$ cat src/verilog/pbb_pkg.sv
// Purpose: Shared constants and types for the processor bus bridge.
// Assumes: One 40 MHz clock, synchronous active-high reset.
// Notes:   Register indices, bit positions, reset values and length codes.
package pbb_pkg;

    // Register indices on the register access port
    localparam logic [1:0] PBB_OFS_STATUS  = 2'h0;
    localparam logic [1:0] PBB_OFS_COMMAND = 2'h1;
    localparam logic [1:0] PBB_OFS_OFFSET  = 2'h2;

    // Command register bit positions
    localparam int PBB_CMD_RUN   = 0;
    localparam int PBB_CMD_INT   = 1;
    localparam int PBB_CMD_IPC   = 2;
    localparam int PBB_CMD_STOP  = 3;
    localparam int PBB_CMD_ALARM = 4;

    // Status register bit positions
    localparam int PBB_ST_HOLD    = 0;
    localparam int PBB_ST_INT     = 1;
    localparam int PBB_ST_STOPPED = 2;
    localparam int PBB_ST_FATAL   = 4;
    localparam int PBB_ST_JMP_LO  = 5;

    // Reset values
    localparam logic [7:0] PBB_CMD_RESET    = 8'h00;
    localparam logic [7:0] PBB_OFFSET_RESET = 8'h00;

    // Control byte of the first packet word
    localparam int PBB_OP_WRITE  = 0;
    localparam int PBB_OP_LOCAL  = 1;
    localparam int PBB_OP_LEN_LO = 2;

    // Length specifier codes
    localparam logic [2:0] PBB_LEN_1  = 3'h0;
    localparam logic [2:0] PBB_LEN_2  = 3'h1;
    localparam logic [2:0] PBB_LEN_4  = 3'h2;
    localparam logic [2:0] PBB_LEN_6  = 3'h3;
    localparam logic [2:0] PBB_LEN_8  = 3'h4;
    localparam logic [2:0] PBB_LEN_10 = 3'h5;

    // Transfer state machine
    typedef enum logic [1:0] {
        PBB_IDLE    = 2'b00,
        PBB_ADDR_HI = 2'b01,
        PBB_FETCH   = 2'b10,
        PBB_ISSUE   = 2'b11
    } pbb_state_e;

    // One system bus cycle request
    typedef struct packed {
        logic [19:0] addr;
        logic        io;
        logic        write;
        logic        word;
        logic [15:0] wdata;
    } pbb_cycle_s;

endpackage

$ cat src/verilog/pbb_bridge.sv
// Purpose: Processor to system bus bridge with command and status ports.
// Assumes: All inputs synchronous to clock; bus answers with sys_ack.
// Notes:   One bus cycle at a time; jumpers are static straps.
`timescale 1ns/1ps
module pbb_bridge
    import pbb_pkg::*;
(
    input  wire logic        clock,
    input  wire logic        rst,
    // Register access port
    input  wire logic [1:0]  reg_addr,
    input  wire logic        reg_wr,
    input  wire logic        reg_rd,
    input  wire logic [7:0]  reg_wdata,
    output logic      [7:0]  reg_rdata,
    // Straps and processor status
    input  wire logic [2:0]  jmp_flags,
    input  wire logic        jmp_bus8,
    input  wire logic        jmp_lock,
    input  wire logic        proc_fatal,
    // Processor control
    output logic             proc_hold_init,
    output logic             proc_alarm,
    output logic             fault_lamp,
    output logic             sys_int_req,
    // Processor packet bus
    input  wire logic        pkt_start,
    input  wire logic [15:0] pkt_data,
    input  wire logic [15:0] proc_wdata,
    input  wire logic        proc_wdata_valid,
    output logic             proc_wdata_take,
    output logic      [15:0] proc_rdata,
    output logic             proc_rdata_valid,
    output logic             proc_done,
    // System bus master side
    output logic             sys_req_valid,
    output pbb_cycle_s       sys_req,
    input  wire logic        sys_ack,
    input  wire logic [15:0] sys_rdata,
    output logic             sys_lock
);

    // Byte count for a length code; unused codes act as one byte
    function automatic logic [3:0] len_bytes(input logic [2:0] code);
        logic [3:0] n;
        n = 4'h1;
        case (code)
            PBB_LEN_2:  n = 4'h2;
            PBB_LEN_4:  n = 4'h4;
            PBB_LEN_6:  n = 4'h6;
            PBB_LEN_8:  n = 4'h8;
            PBB_LEN_10: n = 4'ha;
            default:    n = 4'h1;
        endcase
        return n;
    endfunction

    // Control state
    logic [7:0]  cmd_reg;
    logic [7:0]  cmd_next;
    logic [7:0]  offset_reg;
    logic [7:0]  rdata_reg;
    logic        alarm_reg;
    logic        fatal_reg;
    pbb_state_e  state_reg;
    pbb_state_e  state_next;
    logic [7:0]  op_reg;
    logic [7:0]  alo_reg;
    logic [3:0]  left_reg;
    logic [3:0]  left_next;
    logic        word_reg;
    logic        lane_reg;
    logic        lane_next;
    logic        active_reg;
    logic [15:0] wbuf_reg;
    logic [15:0] rbuf_reg;
    logic [15:0] rbuf_next;
    logic [15:0] prdata_reg;
    logic        prvalid_reg;
    logic        done_reg;

    // Decoded signals
    logic        wr_cmd;
    logic        wr_ofs;
    logic        run;
    logic        stop_cmd;
    logic        stopped;
    logic [7:0]  status;
    logic [7:0]  rd_mux;
    logic        op_write;
    logic        op_local;
    logic [3:0]  len_n;
    logic [23:0] full_addr;
    logic        word_mode;
    logic        load_addr;
    logic        cycle_end;
    logic [3:0]  dec_amt;
    logic        word_full;
    logic        last;
    logic [19:0] bus_addr;
    logic [15:0] cyc_wdata;

    // Register decode
    // command and offset ports
    assign wr_cmd = reg_wr && (reg_addr == PBB_OFS_COMMAND);
    assign wr_ofs = reg_wr && (reg_addr == PBB_OFS_OFFSET);

    assign run            = cmd_reg[PBB_CMD_RUN];
    assign proc_hold_init = ~run;
    assign stop_cmd       = cmd_reg[PBB_CMD_STOP];

    // stopped once no bus cycle is in flight
    assign stopped = stop_cmd && !active_reg;

    // Status word assembly
    // hold flag
    assign status = {jmp_flags, fatal_reg, 1'b0, stopped,
                     cmd_reg[PBB_CMD_INT], ~run};

    // Read selection; command register is write-only and reads zero
    assign rd_mux = (reg_addr == PBB_OFS_STATUS) ? status
                  : (reg_addr == PBB_OFS_OFFSET) ? offset_reg
                  : 8'h00;

    // Command update; alarm bit self-clears after its pulse
    // alarm self-clear
    always_comb
    begin
        cmd_next = cmd_reg;
        if (wr_cmd)
            cmd_next = reg_wdata;
        // A fresh alarm write wins over the self-clear
        if (alarm_reg && !(wr_cmd && reg_wdata[PBB_CMD_ALARM]))
            cmd_next[PBB_CMD_ALARM] = 1'b0;
    end

    // Register file
    // command clears on reset
    always_ff @(posedge clock)
    begin
        if (rst)
        begin
            cmd_reg    <= PBB_CMD_RESET;
            offset_reg <= PBB_OFFSET_RESET;
            rdata_reg  <= 8'h00;
            alarm_reg  <= 1'b0;
            fatal_reg  <= 1'b0;
        end
        else
        begin
            cmd_reg    <= cmd_next;
            offset_reg <= wr_ofs ? reg_wdata : offset_reg;
            rdata_reg  <= reg_rd ? rd_mux : rdata_reg;
            alarm_reg  <= cmd_reg[PBB_CMD_ALARM] && !alarm_reg;
            fatal_reg  <= proc_fatal;
        end
    end

    assign reg_rdata  = rdata_reg;
    assign proc_alarm = alarm_reg;
    assign fault_lamp  = fatal_reg;
    assign sys_int_req = cmd_reg[PBB_CMD_INT];

    // Packet decode
    // two-word capture
    assign op_write  = op_reg[PBB_OP_WRITE];
    assign op_local  = op_reg[PBB_OP_LOCAL];
    assign full_addr = {pkt_data, alo_reg};
    assign len_n     = len_bytes(op_reg[PBB_OP_LEN_LO +: 3]);
    assign word_mode = !jmp_bus8 && (len_n != 4'h1) && !alo_reg[0];
    assign load_addr = (state_reg == PBB_ADDR_HI);

    // Bus cycle bookkeeping
    assign cycle_end = (state_reg == PBB_ISSUE) && sys_req_valid && sys_ack;
    assign dec_amt   = word_reg ? 4'h2 : 4'h1;
    assign left_next = left_reg - dec_amt;
    assign last      = (left_next == 4'h0);
    assign word_full = word_reg || lane_reg || last;

    pbb_addr_gen u_addr (
        .clock     (clock),
        .rst       (rst),
        .load      (load_addr),
        .proc_addr (full_addr),
        .is_local  (op_local),
        .offset    (offset_reg),
        .step      (cycle_end),
        .step_two  (word_reg),
        .bus_addr  (bus_addr)
    );

    // Read assembly: byte cycles fill low then high half
    always_comb
    begin
        rbuf_next = rbuf_reg;
        if (word_reg)
            rbuf_next = sys_rdata;
        else if (lane_reg)
            rbuf_next[15:8] = sys_rdata[7:0];
        else
            rbuf_next = {8'h00, sys_rdata[7:0]};
    end

    // Next state
    always_comb
    begin
        state_next = state_reg;
        lane_next  = lane_reg;
        unique case (state_reg)
            PBB_IDLE:
                if (pkt_start && run)
                    state_next = PBB_ADDR_HI;
            PBB_ADDR_HI:
            begin
                lane_next  = 1'b0;
                state_next = op_write ? PBB_FETCH : PBB_ISSUE;
            end
            PBB_FETCH:
                if (proc_wdata_valid)
                    state_next = PBB_ISSUE;
            PBB_ISSUE:
                if (cycle_end)
                begin
                    lane_next = !word_full;
                    if (last)
                        state_next = PBB_IDLE;
                    else if (word_full && op_write)
                        state_next = PBB_FETCH;
                end
        endcase
        if (!run)
            state_next = PBB_IDLE;
    end

    // Transfer sequencer
    always_ff @(posedge clock)
    begin
        if (rst)
        begin
            state_reg   <= PBB_IDLE;
            op_reg      <= 8'h00;
            alo_reg     <= 8'h00;
            left_reg    <= 4'h0;
            word_reg    <= 1'b0;
            lane_reg    <= 1'b0;
            wbuf_reg    <= 16'h0000;
            rbuf_reg    <= 16'h0000;
            prdata_reg  <= 16'h0000;
            prvalid_reg <= 1'b0;
            done_reg    <= 1'b0;
        end
        else
        begin
            state_reg   <= state_next;
            lane_reg    <= lane_next;
            prvalid_reg <= cycle_end && !op_write && word_full;
            done_reg    <= cycle_end && last;
            if (state_reg == PBB_IDLE && pkt_start)
            begin
                op_reg  <= pkt_data[15:8];
                alo_reg <= pkt_data[7:0];
            end
            if (load_addr)
            begin
                left_reg <= len_n;
                word_reg <= word_mode;
            end
            if (proc_wdata_take)
                wbuf_reg <= proc_wdata;
            if (cycle_end)
            begin
                left_reg <= left_next;
                rbuf_reg <= rbuf_next;
            end
            if (cycle_end && !op_write && word_full)
                prdata_reg <= rbuf_next;
        end
    end

    // Bus request held until acknowledged; stop only blocks a new one
    // no new cycle while stopped
    always_ff @(posedge clock)
    begin
        if (rst)
            active_reg <= 1'b0;
        else if (cycle_end || state_reg != PBB_ISSUE)
            active_reg <= 1'b0;
        else if (sys_req_valid)
            active_reg <= 1'b1;
    end

    assign sys_req_valid = (state_reg == PBB_ISSUE) &&
                           (active_reg || !stop_cmd);

    // Cycle data lane select
    assign cyc_wdata = word_reg ? wbuf_reg
                     : {8'h00, lane_reg ? wbuf_reg[15:8] : wbuf_reg[7:0]};

    // local to I/O, physical to memory
    assign sys_req.addr  = bus_addr;
    assign sys_req.io    = op_local;
    assign sys_req.write = op_write;
    assign sys_req.word  = word_reg;
    assign sys_req.wdata = cyc_wdata;

    assign sys_lock = jmp_lock && (state_reg != PBB_IDLE) &&
                      (state_reg != PBB_ADDR_HI);

    // Processor side handshake
    assign proc_wdata_take  = (state_reg == PBB_FETCH) && proc_wdata_valid;
    assign proc_rdata       = prdata_reg;
    assign proc_rdata_valid = prvalid_reg;
    assign proc_done        = done_reg;

endmodule

$ cat src/verilog/pbb_addr_gen.sv
// Purpose: Bus address counter: truncation, relocation and stepping.
// Assumes: Load and step never occur in the same cycle.
// Notes:   Upper four processor address bits are dropped.
`timescale 1ns/1ps
module pbb_addr_gen
    import pbb_pkg::*;
(
    input  wire logic        clock,
    input  wire logic        rst,
    input  wire logic        load,
    input  wire logic [23:0] proc_addr,
    input  wire logic        is_local,
    input  wire logic [7:0]  offset,
    input  wire logic        step,
    input  wire logic        step_two,
    output logic      [19:0] bus_addr
);

    logic [19:0] addr_reg;
    logic [19:0] addr_next;
    logic [7:0]  upper_reloc;
    logic [7:0]  upper_sel;
    logic [19:0] step_amt;

    // Memory references are moved up by the offset; I/O stays put
    assign upper_reloc = proc_addr[19:12] + offset;
    assign upper_sel   = is_local ? proc_addr[19:12] : upper_reloc;
    assign step_amt    = step_two ? 20'h00002 : 20'h00001;
    assign addr_next   = load ? {upper_sel, proc_addr[11:0]}
                       : step ? addr_reg + step_amt
                       : addr_reg;
    assign bus_addr    = addr_reg;

    // Address counter
    always_ff @(posedge clock)
    begin
        if (rst)
            addr_reg <= 20'h00000;
        else
            addr_reg <= addr_next;
    end

endmodule

$ cat config.mk
export PLATFORM = sky130hd
export DESIGN_NAME = pbb_bridge
export DESIGN_NICKNAME = d
export VERILOG_FILES = /design/src/verilog/pbb_pkg.sv /design/src/verilog/pbb_bridge.sv /design/src/verilog/pbb_addr_gen.sv
export SDC_FILE = /design/constraint.sdc
export NUM_CORES = 1
export LEC_CHECK = 0
export ABC_AREA = 1
export ABC_CLOCK_PERIOD_IN_PS = 3250
export BUFFER_PORTS_ARGS = -buffer_cell sky130_fd_sc_hd__buf_2
export CORE_ASPECT_RATIO = 1.5
export CORE_MARGIN = 1
export CORE_UTILIZATION = 54
export CTS_CLUSTER_SIZE = 40
export DETAILED_ROUTE_END_ITERATION = 10
export GPL_TIMING_DRIVEN = 0
export PLACE_DENSITY = 0.85
export SETUP_SLACK_MARGIN = 0.3
export SLEW_MARGIN = 5
export SYNTH_ARGS = -nofsm -noshare
export SYNTH_HDL_FRONTEND = slang
export SYNTH_HIERARCHICAL = 1
export SYNTH_SLANG_ARGS = --single-unit
export TNS_END_PERCENT = 50
$ cat constraint.sdc
create_clock -name clock -period 3.25 [get_ports clock]
set_clock_uncertainty 0.15 [all_clocks]
set_input_delay 0 -clock clock [delete_from_list [all_inputs] [get_ports clock]]
set_output_delay 0 -clock clock [all_outputs]
set_load 0.02 [all_outputs]
==> flow_metrics.py <==
metrics = {
    "global_route": {
        "grt_antenna_before_repair": 0,
        "gr-usage-all-layers_pct": 34.3,
        "grtUsageMet1_pct": 35.6,
        "grt.busiest_layer": "met2",
        "gr-usage-met3_pct": 5.67,
        "global_route.overflow_total": 0,
        "first_global_vias": 6460,
        "use_met2_pct": 63.0,
        "grt_first_pass_wirelength_mm": 29.6,
        "largest_net_degree_at_the_start_of_global_routing": 17,
    },
    "die": {
        "die-height_microns": 128,
        "initial_core_util_pct": 55.9,
        "floorplan_core_area_sq_mm": 0.0102,
        "io_pins": 143,
        "placement_rows": 45,
        "die-width_microns": 85.9,
        "die-area_sq_mm": 0.0110,
    },
    "timing": {
        "fin_tns_setup_ps": 0,
        "rsz_0062_raised_after_global_routing": "no",
        "finalWorstPathRequiredPeriod_ps": 2720,
        "final.period_utilization_pct": 83.8,
        "slew_limit_fails": 0,
        "setup_violations": 0,
        "maxClockFrequency_mhz": 367,
        "worst_pin_slew_ps": 633,
        "slew-limit-headroom_pct": 57.6,
        "finalHoldViolCount": 0,
    },
    "cts": {
        "clock_sinks": 106,
        "cts_tree": "built",
        "cts_root_buf": "sky130_fd_sc_hd__clkbuf_16",
        "cts_htree_levels": 3,
        "clock_latency_ps": 350,
        "worst_setup_hold_path_clk_slew_ps": 70,
        "clockBufferDepth": 2,
        "number_of_buffers_created_by_cts": 9,
    },
    "worst_setup_path": {
        "timing.critical_path.from_type": "flip-flop",
        "critical_path_arrival_ps": 2820,
        "worstPathRequired_ps": 3350,
        "critPathLaunch": "word_reg",
        "rr_endpoint": "proc_rdata[4]",
        "timing.critical_path.to": "proc_rdata[4]",
        "cp_cell_sequence": "clkbuf_4, inv_1, ha_1, fa_1, nand2_1, nor2_1, nand2_1, nand2_2, buf_2, nand3_1, nand2_1, nor2_1",
        "reg2regPathDepth": 12,
        "rr_startpoint": "word_reg",
        "crit_buf_inv": 3,
        "regToRegSetupSlack_ps": 530,
        "cp_top_family": "simple AND/OR/NAND/NOR gates",
        "crit_fanout": 10,
        "crit_slowest_cell": "sky130_fd_sc_hd__fa_1",
        "crit_top_cell": "sky130_fd_sc_hd__nand2_1",
        "path_depth": 12,
        "critical-path-max-stage-delay_ps": 500,
        "timing.setup.critical_path_class": "reg2reg",
        "crit_path_end_kind": "flip-flop",
    },
    "synthesis": {
        "post_synth_num_cell_types": 43,
        "postSynth.topFlopCell": "sky130_fd_sc_hd__dfxtp_1",
        "synth_sequential_area_ratio_pct": 37.2,
        "synthesized_area_per_cell_sq_um": 6.84,
        "synth_warnings": 6,
        "yosys_register_bits": 106,
        "synth-edff-count": 0,
        "post_syn_instances": 834,
        "synthesis.area_sq_mm": 0.00570,
        "async_flop_share_pct": 0,
        "synth_nets": 921,
    },
    "layout": {
        "layout_nets": 1149,
        "layout_common_cells": "sky130_fd_sc_hd__nand2_1, sky130_fd_sc_hd__buf_2, sky130_fd_sc_hd__inv_1",
        "final_common_cell": "sky130_fd_sc_hd__nand2_1",
        "flip_flop_count_of_the_largest_register_all_copies_and_words_added": 20,
        "layout-drive-gt1-share_pct": 19.2,
        "count_of_inserted_antenna_diode_cells": 0,
        "synthToLayoutAreaGrowth_pct": 34.2,
    },
    "power": {
        "leakagePower_uw": 0.00366,
        "p_total_uw": 2760,
        "worst_ir_drop_vdd_uv": 313,
        "power_per_cell_area_mw_per_mm2": 361,
    },
    "route": {
        "routed_wl_mm": 18.4,
        "via_cell_ratio": 5.45,
        "drt_first_iter_violations": 435,
        "drtPass1Iterations": 6,
        "dr_total_vias": 6584,
        "detail_route.wl_per_cell_microns": 15.3,
        "ant_nets": 0,
        "drc_errors": 0,
    },
    "status": {
        "run_status": "finished, final reports clean",
    },
    "placed_design": {
        "detailed_place_hpwl_mm": 11.8,
        "port-buffer-count": 138,
        "place_congestion": 0.922,
    },
    "flow_run": {
        "max-cap-violations": 0,
    },
    "worst_hold_path": {
        "hold_path_class": "in2reg",
    },
}
[logic make-up after synthesis]
| logic type | share of synthesized area (%) |
|---|---|
| AO/OA/AOI/OAI | 18.0 |
| flip-flops | 37.2 |
| XOR/XNOR | 1.54 |
| adder cells (fa/ha/maj) | 3.91 |
| AND/OR/NAND/NOR | 28.2 |
| buffers and inverters | 11.2 |
[cell usage after synthesis, types with 4 or more instances]
library cell | instances | area [sq um]
sky130_fd_sc_hd__nor2_2 | 4 | 25.0
sky130_fd_sc_hd__buf_6 | 4 | 45.0
sky130_fd_sc_hd__clkbuf_1 | 11 | 41.3
sky130_fd_sc_hd__nand2_1 | 170 | 638
sky130_fd_sc_hd__nand3_1 | 50 | 250
sky130_fd_sc_hd__a31oi_1 | 4 | 25.0
sky130_fd_sc_hd__a22oi_1 | 10 | 75.1
sky130_fd_sc_hd__xor2_1 | 6 | 52.6
sky130_fd_sc_hd__o221ai_1 | 7 | 61.3
sky130_fd_sc_hd__buf_2 | 16 | 80.1
sky130_fd_sc_hd__nand4_1 | 5 | 31.3
sky130_fd_sc_hd__nand3b_1 | 4 | 30.0
sky130_fd_sc_hd__ha_1 | 13 | 163
sky130_fd_sc_hd__o21ai_0 | 85 | 425
sky130_fd_sc_hd__dfxtp_1 | 106 | 2120
sky130_fd_sc_hd__inv_1 | 112 | 420
sky130_fd_sc_hd__nor2_1 | 105 | 394
sky130_fd_sc_hd__xnor2_1 | 4 | 35.0
sky130_fd_sc_hd__nand2_2 | 6 | 37.5
sky130_fd_sc_hd__buf_4 | 5 | 37.5
sky130_fd_sc_hd__a21oi_1 | 73 | 365
[worst min-delay path: stages]
cell	delay, ps
sky130_fd_sc_hd__buf_2	90
sky130_fd_sc_hd__inv_1	90
sky130_fd_sc_hd__nor3_4	80
sky130_fd_sc_hd__o21ai_0	150
sky130_fd_sc_hd__nor2_1	50
[power breakdown]
part	leakage, uW	total, uW	internal [uW]	switching [uW]
clock	0.000140	1090	597	488
sequential	0.000860	1350	1330	22.2
combinational	0.00266	330	151	180
[repair_timing]
item	4_1_cts	5_1_grt
endpoints found under the setup margin	0	12
endpoints found under the hold margin	91	0
hold buffers	79	0
resized for setup	0	3
buffers inserted	0	0
[final cells by class]
type                    instances  area (sq um)
plain buffers                  38           216
clock buffers                  11           233
clock inverters                 4          52.6
fillers                       764          2540
inverters                     113           425
multi-input cells             577          2940
flip-flops and latches        106          2120
well taps                     141           176
repair buffers                217          1480
[per-layer routing]
metal  vias up  share of wire [%]
met5         -                  0
met3       101                5.9
met4         0                5.8
met1      2992                 37
met2       347                 52
li1       3144                  -
[metrics by stage]
step | setup WS, ps | hold WS (ps) | util (%) | instances | instance area (sq um)
4_1_cts | 416 | 4.00 | 75.0 | 1207 | 7640
2_1_floorplan | 873 | -73.9 | - | 834 | 5700
5_1_grt | 333 | 48.4 | 75.1 | 1207 | 7650
3_5_place_dp | 448 | 62.9 | 64.4 | 1113 | 6570
3_3_place_gp | 473 | 53.9 | 64.4 | 1113 | 6570
6_report | 525 | 8.15 | 75.1 | 1207 | 7650
[worst min-delay path by stage]
stage | startpoint | endpoint | slack, ps | cells past startpoint
final | proc_wdata_valid | wbuf_reg[0] | 8 | 5
after global routing | proc_wdata_valid | wbuf_reg[5] | 50 | 5
after CTS | reg_addr[0] | cmd_reg[0] | 4 | 5
after detailed placement | proc_fatal | fault_lamp | 60 | 3
after global placement | proc_fatal | fault_lamp | 50 | 3
after floorplan | sys_ack | active_reg | -70 | 1
No activity file was read; power rests on OpenSTA's default activity.
